[config.mk]
export PLATFORM = sky130hd
export DESIGN_NAME = osr_rx_ctrl
export DESIGN_NICKNAME = d
export VERILOG_FILES = /design/src/osr_pkg.sv /design/src/osr_rx_ctrl.sv
export SDC_FILE = /design/constraint.sdc
export NUM_CORES = 1
export LEC_CHECK = 0
export BUFFER_PORTS_ARGS = -buffer_cell sky130_fd_sc_hd__buf_2
export CAP_MARGIN = 0
export CORE_MARGIN = 2
export CORE_UTILIZATION = 30
export DETAILED_ROUTE_END_ITERATION = 16
export PLACE_DENSITY_LB_ADDON = 0.25
export SYNTH_ARGS = -nofsm -noshare
export SYNTH_HDL_FRONTEND = slang
export SYNTH_SLANG_ARGS = --single-unit
[constraint.sdc]
create_clock -name core_clk_i -period 5.1 [get_ports core_clk_i]
set_clock_uncertainty 0.2 [all_clocks]
set_input_delay 1.02 -clock core_clk_i [delete_from_list [all_inputs] [get_ports core_clk_i]]
set_output_delay 1.02 -clock core_clk_i [all_outputs]
set_load 0.01 [all_outputs]
[src/osr_pkg.sv]
// Constants shared by the receive-bus and control block of the octal serdes.
// Assumes the block runs on one core clock and sees all straps through synchronisers.
package osr_pkg;

   // ----------------------------------------------------------------
   // Strap and pin vector layout
   // ----------------------------------------------------------------
   localparam int OSR_PIN_RCLK = 0;
   localparam int OSR_PIN_CRST = 1;
   localparam int OSR_PIN_EN = 2;
   localparam int OSR_PIN_CODE = 3;
   localparam int OSR_PIN_FILL = 4;
   localparam int OSR_PIN_LOOP = 5;
   localparam int OSR_PIN_MODE = 6;
   localparam int OSR_PIN_TCLK = 8;
   localparam int OSR_PIN_BUSY = 9;
   localparam int OSR_PIN_GE = 10;
   localparam int OSR_PIN_PRBS = 11;
   localparam int OSR_PIN_ADDR = 12;
   localparam int OSR_NPIN = 17;

   // ----------------------------------------------------------------
   // Register map (index, byte address is four times the index)
   // ----------------------------------------------------------------
   localparam logic [9:0] OSR_CFG_IDX = 10'h011;
   localparam logic [9:0] OSR_STAT_IDX = 10'h012;
   localparam logic [9:0] OSR_GE_IDX = 10'h018;
   localparam int OSR_CODE_BIT = 7;
   localparam int OSR_FILL_BIT = 14;
   localparam int OSR_TCLK_BIT = 15;
   localparam int OSR_GE_BIT = 15;
   localparam int OSR_ST_ERR_BIT = 0;
   localparam int OSR_ST_CODE_BIT = 1;
   localparam int OSR_ST_LOOP_BIT = 2;
   localparam int OSR_ST_GE_BIT = 3;
   localparam int OSR_ST_ADDR_POS = 5;
   localparam int OSR_ST_CNT_POS = 16;
   localparam logic [31:0] OSR_REG_RESET = 32'h0000_0000;

   // ----------------------------------------------------------------
   // Modes and characters
   // ----------------------------------------------------------------
   localparam logic [1:0] OSR_MODE_MUX = 2'h0;
   localparam logic [1:0] OSR_MODE_NIB = 2'h2;
   localparam logic [7:0] OSR_K28_5 = 8'hbc;
   localparam logic [7:0] OSR_D10_1 = 8'h2a;
   localparam logic [7:0] OSR_D16_2 = 8'h50;
   localparam logic [7:0] OSR_D5_6 = 8'hc5;
   localparam logic [6:0] OSR_PRBS_SEED = 7'h7f;
   localparam logic [15:0] OSR_CNT_MAX = 16'hffff;

   typedef enum logic [3:0] {
      OSR_CORR_ON = 4'h1,
      OSR_CORR_K1 = 4'h2,
      OSR_CORR_OFF = 4'h4,
      OSR_CORR_D1 = 4'h8
   } osr_corr_st_t;

endpackage

[src/osr_rx_ctrl.sv]
// Receive-bus lane mapping and strap/register control of an octal serdes, channels G and H.
// Assumes decoder, encoder and serial words arrive on core_clk_i; straps and the
// receive clock arrive asynchronously and are synchronised here.
//
// The APB interface to the registers and the address map were left to the implementer.
`timescale 1ns/100ps
`default_nettype none

module osr_rx_ctrl (
   // Clock and reset
   input wire logic core_clk_i,
   input wire logic reset_n_i,
   // APB slave
   input wire logic psel_i,
   input wire logic penable_i,
   input wire logic pwrite_i,
   input wire logic [11:0] paddr_i,
   input wire logic [31:0] pwdata_i,
   output logic [31:0] prdata_o,
   output logic pready_o,
   output logic pslverr_o,
   // Asynchronous pins
   input wire logic rx_clock_i,
   input wire logic chip_reset_i,
   input wire logic device_enable_i,
   input wire logic coding_select_i,
   input wire logic error_fill_enable_i,
   input wire logic serial_loopback_i,
   input wire logic [1:0] interface_mode_i,
   input wire logic transfer_clock_select_i,
   input wire logic busy_pass_enable_i,
   input wire logic gig_ethernet_select_i,
   input wire logic pattern_test_enable_i,
   input wire logic [4:0] phy_address_inputs_i,
   // Decoded receive words, channels G and H
   input wire logic [9:0] rx_raw_g_i,
   input wire logic [7:0] rx_data_g_i,
   input wire logic rx_k_g_i,
   input wire logic rx_err_g_i,
   input wire logic [9:0] rx_raw_h_i,
   input wire logic [7:0] rx_data_h_i,
   input wire logic rx_k_h_i,
   input wire logic rx_err_h_i,
   // Serial side words
   input wire logic [9:0] tx_enc_g_i,
   input wire logic [9:0] tx_enc_h_i,
   input wire logic [9:0] rx_serial_g_i,
   input wire logic [9:0] rx_serial_h_i,
   output logic [9:0] dec_in_g_o,
   output logic [9:0] dec_in_h_o,
   output logic [9:0] tx_serial_g_o,
   output logic [9:0] tx_serial_h_o,
   output logic tx_serial_oe_o,
   // Transmit character stream, channel H
   input wire logic [7:0] tx_char_i,
   input wire logic tx_k_i,
   input wire logic tx_char_valid_i,
   output logic [7:0] tx_char_o,
   output logic tx_k_o,
   output logic tx_char_valid_o,
   // Receive bus
   output logic [9:0] rx_bus_pair_gh_o,
   output logic rx_bus_oe_o,
   // Test port
   input wire logic jtag_active_i,
   input wire logic jtag_tdo_i,
   output logic tdo_o,
   output logic tdo_oe_o,
   // Status levels
   output logic [4:0] phy_address_strap_o,
   output logic recenter_o,
   output logic coding_enable_o,
   output logic transfer_clock_select_o,
   output logic idle_deletable_o
);
   import osr_pkg::*;

   // ----------------------------------------------------------------
   // State
   // ----------------------------------------------------------------
   typedef struct packed {
      logic [OSR_NPIN-1:0] sync1;
      logic [OSR_NPIN-1:0] sync2;
      logic rclk_q;
      logic crst_q;
      logic [9:0] bus;
      logic cfg_code;
      logic cfg_fill;
      logic cfg_tclk;
      logic ge_bit;
      logic sticky_err;
      logic [15:0] prbs_cnt;
      logic [6:0] prbs_st;
      logic [4:0] phy_addr;
      logic prev_k_rx;
      logic idle_del;
      osr_corr_st_t corr_st;
      logic [7:0] tx_char;
      logic tx_k;
      logic tx_vld;
      logic [9:0] ser_g;
      logic [9:0] ser_h;
      logic [9:0] dec_g;
      logic [9:0] dec_h;
      logic tdo;
      logic [31:0] prdata;
      logic slverr;
   } osr_state_t;

   osr_state_t s_r;
   osr_state_t s_nxt;
   logic [1:0] rst_pipe_r;
   logic rst_n;

   // Release of the asynchronous reset is retimed so all flops leave reset together
   always_ff @(posedge core_clk_i or negedge reset_n_i) begin
      if (!reset_n_i) begin
         rst_pipe_r <= 2'h0;
      end else begin
         rst_pipe_r <= {rst_pipe_r[0], 1'b1};
      end
   end
   assign rst_n = rst_pipe_r[1];

   // ----------------------------------------------------------------
   // Helpers
   // ----------------------------------------------------------------
   // Ten steps of x^7 + x^6 + 1 per word; returns {next state, word}
   function automatic logic [16:0] prbs_step(input logic [6:0] st_in);
      logic [6:0] st;
      logic [9:0] w;
      logic b;
      st = st_in;
      w = 10'h000;
      for (int i = 0; i < 10; i++) begin
         b = st[6] ^ st[5];
         st = {st[5:0], b};
         w = {w[8:0], b};
      end
      return {st, w};
   endfunction

   logic [OSR_NPIN-1:0] pins;
   logic rise, fall, coded, fill_on, loop_on, en, ge, busy, prbs, crst;
   logic [1:0] mode;
   logic [9:0] word_g, word_h, lane_rise, lane_fall;
   logic [16:0] pr;
   logic fill_rise, fill_fall, k285_tx, dat_tx, swap;
   logic setup, access, hit;
   logic [9:0] idx;
   logic [31:0] rd_mux;

   assign pins = {phy_address_inputs_i, pattern_test_enable_i, gig_ethernet_select_i,
                  busy_pass_enable_i, transfer_clock_select_i, interface_mode_i,
                  serial_loopback_i, error_fill_enable_i, coding_select_i,
                  device_enable_i, chip_reset_i, rx_clock_i};

   assign rise = s_r.sync2[OSR_PIN_RCLK] & ~s_r.rclk_q;
   assign fall = ~s_r.sync2[OSR_PIN_RCLK] & s_r.rclk_q;
   assign crst = s_r.sync2[OSR_PIN_CRST];
   assign en = s_r.sync2[OSR_PIN_EN];
   assign coded = s_r.sync2[OSR_PIN_CODE] | s_r.cfg_code;
   assign fill_on = (s_r.sync2[OSR_PIN_FILL] | s_r.cfg_fill) & coded;
   assign loop_on = s_r.sync2[OSR_PIN_LOOP];
   assign mode = s_r.sync2[OSR_PIN_MODE +: 2];
   assign ge = s_r.sync2[OSR_PIN_GE] | s_r.ge_bit;
   assign busy = s_r.sync2[OSR_PIN_BUSY];
   assign prbs = s_r.sync2[OSR_PIN_PRBS];
   assign pr = prbs_step(s_r.prbs_st);

   // Coded words carry the K-flag in bit 8 so in nibble mode lanes 3 and 8 pick it up on the rising phase
   assign word_g = coded ? {1'b0, rx_k_g_i, rx_data_g_i} : rx_raw_g_i;
   assign word_h = coded ? {1'b0, rx_k_h_i, rx_data_h_i} : rx_raw_h_i;

   // ----------------------------------------------------------------
   // Lane mapping per phase
   // ----------------------------------------------------------------
   always_comb begin
      fill_rise = 1'b0;
      fill_fall = 1'b0;
      lane_rise = 10'h000;
      lane_fall = 10'h000;
      case (mode)
         OSR_MODE_MUX: begin
            fill_rise = fill_on & rx_err_h_i;
            fill_fall = fill_on & rx_err_g_i;
            lane_rise = word_h;
            lane_fall = word_g;
         end
         OSR_MODE_NIB: begin
            fill_rise = fill_on & (rx_err_g_i | rx_err_h_i);
            fill_fall = fill_rise;
            lane_rise = {word_h[9:5], word_g[9:5]};
            lane_fall = {word_h[4:0], word_g[4:0]};
         end
         default: begin
            // Reserved codes keep the bus quiet rather than guess a layout
            lane_rise = 10'h000;
            lane_fall = 10'h000;
         end
      endcase
      if (fill_rise) begin
         lane_rise = 10'h3ff;
      end
      if (fill_fall) begin
         lane_fall = 10'h3ff;
      end
   end

   // ----------------------------------------------------------------
   // Register bus decode
   // ----------------------------------------------------------------
   assign setup = psel_i & ~penable_i;
   assign access = psel_i & penable_i;
   assign idx = paddr_i[11:2];
   assign hit = (idx == OSR_CFG_IDX) | (idx == OSR_STAT_IDX) | (idx == OSR_GE_IDX);

   always_comb begin
      rd_mux = OSR_REG_RESET;
      if (idx == OSR_CFG_IDX) begin
         rd_mux[OSR_CODE_BIT] = s_r.cfg_code;
         rd_mux[OSR_FILL_BIT] = s_r.cfg_fill;
         rd_mux[OSR_TCLK_BIT] = s_r.cfg_tclk;
      end else if (idx == OSR_GE_IDX) begin
         rd_mux[OSR_GE_BIT] = s_r.ge_bit;
      end else if (idx == OSR_STAT_IDX) begin
         rd_mux[OSR_ST_ERR_BIT] = s_r.sticky_err;
         rd_mux[OSR_ST_CODE_BIT] = coded;
         rd_mux[OSR_ST_LOOP_BIT] = loop_on;
         rd_mux[OSR_ST_GE_BIT] = ge;
         rd_mux[OSR_ST_ADDR_POS +: 5] = s_r.phy_addr;
         rd_mux[OSR_ST_CNT_POS +: 16] = s_r.prbs_cnt;
      end
   end

   // ----------------------------------------------------------------
   // Next state
   // ----------------------------------------------------------------
   always_comb begin
      s_nxt = s_r;
      k285_tx = tx_k_i & (tx_char_i == OSR_K28_5);
      dat_tx = ~tx_k_i;
      swap = 1'b0;
      s_nxt.sync1 = pins;
      s_nxt.sync2 = s_r.sync1;
      s_nxt.rclk_q = s_r.sync2[OSR_PIN_RCLK];
      s_nxt.crst_q = crst;
      s_nxt.tdo = jtag_tdo_i;

      if (rise) begin
         s_nxt.bus = lane_rise;
      end else if (fall) begin
         s_nxt.bus = lane_fall;
      end

      if (crst & ~s_r.crst_q) begin
         s_nxt.phy_addr = s_r.sync2[OSR_PIN_ADDR +: 5];
      end

      // Sticky decode error; a new error beats a clear in the same cycle
      if (access & pwrite_i & (idx == OSR_STAT_IDX) & pwdata_i[OSR_ST_ERR_BIT]) begin
         s_nxt.sticky_err = 1'b0;
      end
      if ((rise | fall) & coded & (rx_err_g_i | rx_err_h_i)) begin
         s_nxt.sticky_err = 1'b1;
      end

      if (rise) begin
         // Loopback ignores serial input and drives the decoder from the encoder
         s_nxt.dec_g = loop_on ? tx_enc_g_i : rx_serial_g_i;
         s_nxt.dec_h = loop_on ? tx_enc_h_i : rx_serial_h_i;
         s_nxt.ser_g = prbs ? pr[9:0] : tx_enc_g_i;
         s_nxt.ser_h = prbs ? pr[9:0] : tx_enc_h_i;
         if (prbs) begin
            s_nxt.prbs_st = pr[16:10];
            if (((rx_serial_g_i != pr[9:0]) | (rx_serial_h_i != pr[9:0]))
                & (s_r.prbs_cnt != OSR_CNT_MAX)) begin
               s_nxt.prbs_cnt = s_r.prbs_cnt + 16'h0001;
            end
         end
         // Idle pair classification on channel H
         s_nxt.prev_k_rx = coded & rx_k_h_i & ~rx_err_h_i & (rx_data_h_i == OSR_K28_5);
         s_nxt.idle_del = coded & s_r.prev_k_rx & ~rx_k_h_i & ~rx_err_h_i
                          & ((ge & ~(busy & (rx_data_h_i == OSR_D10_1)))
                             | (~busy & (rx_data_h_i == OSR_D10_1)));
      end

      // Transmit idle correction, channel H
      s_nxt.tx_vld = tx_char_valid_i;
      s_nxt.tx_k = tx_k_i;
      s_nxt.tx_char = tx_char_i;
      if (tx_char_valid_i) begin
         case (s_r.corr_st)
            OSR_CORR_ON: s_nxt.corr_st = k285_tx ? OSR_CORR_K1 : OSR_CORR_ON;
            OSR_CORR_K1: begin
               s_nxt.corr_st = k285_tx ? OSR_CORR_OFF : OSR_CORR_ON;
               swap = ge & dat_tx & (tx_char_i == OSR_D16_2);
            end
            OSR_CORR_OFF: s_nxt.corr_st = dat_tx ? OSR_CORR_D1 : OSR_CORR_OFF;
            OSR_CORR_D1: s_nxt.corr_st = dat_tx ? OSR_CORR_ON : OSR_CORR_OFF;
            default: s_nxt.corr_st = OSR_CORR_ON;
         endcase
         if (swap) begin
            s_nxt.tx_char = OSR_D5_6;
         end
      end

      // Register access: data captured in setup, write takes effect in access
      if (setup) begin
         s_nxt.prdata = rd_mux;
         s_nxt.slverr = ~hit;
      end
      if (access & pwrite_i) begin
         if (idx == OSR_CFG_IDX) begin
            s_nxt.cfg_code = pwdata_i[OSR_CODE_BIT];
            s_nxt.cfg_fill = pwdata_i[OSR_FILL_BIT];
            s_nxt.cfg_tclk = pwdata_i[OSR_TCLK_BIT];
         end else if (idx == OSR_GE_IDX) begin
            s_nxt.ge_bit = pwdata_i[OSR_GE_BIT];
         end
      end

      // Chip reset holds status cleared and the pattern checker recentered
      if (crst) begin
         s_nxt.prbs_cnt = 16'h0000;
         s_nxt.sticky_err = 1'b0;
         s_nxt.prbs_st = OSR_PRBS_SEED;
         s_nxt.prev_k_rx = 1'b0;
      end
   end

   always_ff @(posedge core_clk_i or negedge rst_n) begin
      if (!rst_n) begin
         s_r <= '0;
         s_r.corr_st <= OSR_CORR_ON;
         s_r.prbs_st <= OSR_PRBS_SEED;
      end else begin
         s_r <= s_nxt;
      end
   end

   // ----------------------------------------------------------------
   // Outputs
   // ----------------------------------------------------------------
   assign prdata_o = s_r.prdata;
   assign pready_o = 1'b1;
   assign pslverr_o = access & s_r.slverr;
   assign rx_bus_pair_gh_o = s_r.bus;
   assign rx_bus_oe_o = en;
   assign tx_serial_oe_o = en & ~loop_on;
   assign tdo_o = s_r.tdo;
   assign tdo_oe_o = en & jtag_active_i;
   assign dec_in_g_o = s_r.dec_g;
   assign dec_in_h_o = s_r.dec_h;
   assign tx_serial_g_o = s_r.ser_g;
   assign tx_serial_h_o = s_r.ser_h;
   assign tx_char_o = s_r.tx_char;
   assign tx_k_o = s_r.tx_k;
   assign tx_char_valid_o = s_r.tx_vld;
   assign phy_address_strap_o = s_r.phy_addr;
   assign recenter_o = crst;
   assign coding_enable_o = coded;
   assign transfer_clock_select_o = s_r.sync2[OSR_PIN_TCLK] | s_r.cfg_tclk;
   assign idle_deletable_o = s_r.idle_del;
endmodule

`default_nettype wire

==> results.ini <==
[place]
dp_cells = 1296
dpl_cell_area_mm2 = 0.00921
finalWeightedCongestion = 0.786
numPortBuffers = 228
dp_hpwl_um = 15400

[floorplan]
core_mm2 = 0.0277
io_pins = 265
num_rows = 61
initial_core_util_pct = 30.4
dieHeight_um = 172
fp.dieArea_mm2 = 0.0295
die_w_um = 172

[power]
ir_drop_mv = 0.191
total_power_mw = 3.30
power_density_mw_per_mm2 = 335
leakage_nw = 4.67

[setup_path]
cp.required_ns = 5.20
reg2reg_from = s_r[100]
path_class = input port to flip-flop
start_kind = input port
crit_chain = buf_2, or3_1, a211o_1, a22oi_1, and4_1, nor4_1, mux2_2
slowest_stage = and4_1
crit_arrival_ns = 3.26
r2r_end = s_r[117]
r2r_cells = 6
slowest_delay_ns = 0.78
crit_fanout = 17
r2r_slack_ns = 1.95
cp-end-kind = flip-flop

[clock_tree]
cts_resized = 0
postCtsSetupRepairBufs = 0
cts_buffers = 17
root_buffer = clkbuf_16
cts_tree = yes
cts_hold_buf = 0
cts.sinks = 166
clk_pin_slew_ns = 0.06
cts_buffer_depth = 2
cts_max_level = 4
clk_latency_ns = 0.42

[hold_path]
hold_class = flip-flop to flip-flop
hold_path_end = busy
hold_start = s_nxt[144]
whs_path_depth = 0

[sta]
period_needed_ns = 3.16
rsz0062_at_grt = no
tightest_slew_ns = 0.977
final-setup-viol-count = 0
slew_headroom_pct = 34.2
max_freq_mhz = 316
finalCritPeriodShare_pct = 62.0
hold_violations = 0
slew_violations = 0
fin_tns_setup_ns = 0

[routing]
ant_nets = 0
drt-total-wl_um = 21200
first_pass_iters = 4
vias = 6167
post_drt_wl_per_cell_um = 15.9
avgViaCountPerCell = 4.63
initialDrtViolationCount = 388
drc = 0

[finish]
area_growth_pct = 16.8
finalInstanceArea_mm2 = 0.00985
nets = 1097
final_util_pct = 35.5
fin_cells = 1331
drive_gt1_share_pct = 34.8

[yosys]
synth_edf_count = 0
synth_cells = 822
synth_area_mm2 = 0.00843
ys_ff_latch = 166
yosysUniqueCellTypes = 58
yosysWarnings = 0
syn_area_per_cell_um2 = 10.3
synth-main-ff-cell = dfrtp_1
seq_area_frac_synth_pct = 49.4
async_flop_share_pct = 100

[grt]
antenna_found_initial = 3
grt_use_total_pct = 14.7
grt_pass1_vias = 5998
grt_pass1_wl_um = 33400
grt_max_degree = 95
grt-ovfl-total = 0

[run_status]
status = finished clean

[flow_run]
maxCapViolations = 0

[cell usage after synthesis (all sizes together) (3+ instances only)]
library cell	number	share of area (%)
nor3b	4	0.36
nor4b	4	0.42
and2	5	0.37
a211o	9	0.94
o21ai	31	1.8
mux4	8	2.1
or2	4	0.30
nand2b	6	0.45
o31ai	11	0.98
buf	108	9.5
a21oi	55	3.3
clkbuf	37	1.6
inv	28	1.2
dfstp	8	2.5
nor3	10	0.65
a22o	23	2.4
xor2	4	0.50
or3	5	0.37
o211ai	21	1.9
nor4	5	0.37
mux2	24	3.6
nor2	74	3.5
nand2	60	2.7
nand4	7	0.52
xnor2	11	1.1
nand3b	4	0.36
nor2b	20	1.5
mux2i	24	2.9
and3b	4	0.42
or4	3	0.31
nand3	17	1.0
and3	8	0.59
dfrtp	158	47
[cells by family after synthesis]
logic type	Yosys count	share of synthesized area [%]
flops	166	49.4
simple gates	249	15.2
fa+ha+maj	2	0.297
mux	56	8.55
xor+xnor	15	1.65
compound gates	159	12.4
buf+inv	173	12.4
other cells	2	0.0891
[metal layers]
layer / wire (um) / vias to the layer above / track usage, %
met4: 224 / 0 / 4.35
li1: - / 2987 / -
met1: 9900 / 2969 / 19.8
met3: 1670 / 17 / 4.19
met2: 9410 / 194 / 22.8
met5: 0 / - / 0
[metrics by stage]
| stage | hold slack, ns | worst slack, ns |
|---|---|---|
| after floorplan | 0.131 | 2.16 |
| after global placement | 0.131 | 1.49 |
| final | 0.147 | 1.94 |
| after global routing | 0.144 | 1.85 |
| after detailed placement | 0.135 | 1.50 |
| after CTS | 0.147 | 1.95 |
[cell type report]
class	instances	area (um^2)
fillers	2875	17900
flip-flops and latches	166	4170
multi-input cells	488	3250
repair buffers	236	1210
well taps	378	473
clock buffers	19	453
clock inverters	13	181
inverters	28	105
diodes	3	7.51
[layout by cell type (no fill, tap or decap), drive strengths merged, types with 5 or more instances in the layout]
cell type	count
mux4	8
inv	35
mux2	24
and3	8
nor2b	20
conb	7
a211o	9
nor3	10
a21oi	55
nor2	74
o31ai	11
dfstp	8
and2	5
or3	5
a22o	23
dfrtp	158
mux2i	24
o211ai	21
clkbuf	19
nand4	7
nor4	5
nand3	17
nand2	60
buf	236
o21ai	31
xnor2	11
nand2b	6
[report_power, final]
group,switching [mW],internal (mW),leakage (nW),total [mW]
clock,0.586,0.815,0.309,1.40
combinational,0.247,0.177,2.30,0.424
sequential,0.0645,1.41,2.05,1.47
total,0.898,2.40,4.67,3.30
[flip-flops by register name, summed over array words and instances (netlist names)]
register	flops
busy	1
dec_in_g_o	10
dec_in_h_o	10
idle_deletable_o	1
loop_on	1
mode	2
phy_address_strap_o	5
prbs	1
prdata_o	27
recenter_o	1
rst_pipe_r	2
rx_bus_oe_o	1
rx_bus_pair_gh_o	10
s_nxt	18
s_r	45
tdo_o	1
tx_char_o	8
tx_char_valid_o	1
tx_k_o	1
tx_serial_g_o	10
tx_serial_h_o	10
[worst max path at each step]
| stage | slack [ns] | depth (start not counted) | to | start |
|---|---|---|---|---|
| 6_report | 1.94 | 7 | s_r[117] | rx_serial_h_i[4] |
| 4_1_cts | 1.95 | 6 | s_r[117] | s_r[100] |
| 5_1_grt | 1.85 | 6 | s_r[117] | s_r[100] |
| 3_5_place_dp | 1.50 | 7 | s_r[117] | rx_serial_h_i[4] |
| 2_1_floorplan | 2.16 | 0 | busy | rst_pipe_r[1] |
| 3_3_place_gp | 1.49 | 7 | s_r[117] | rx_serial_h_i[3] |
[critical path, delay by kind of cell]
family / cells / cell delay, ns
and+or+nand+nor: 3 / 1.29
muxes: 1 / 0.30
AOI/OAI and AO/OA: 2 / 0.51
buffers and inverters: 1 / 0.13
No activity file was read; power rests on OpenSTA's default activity.
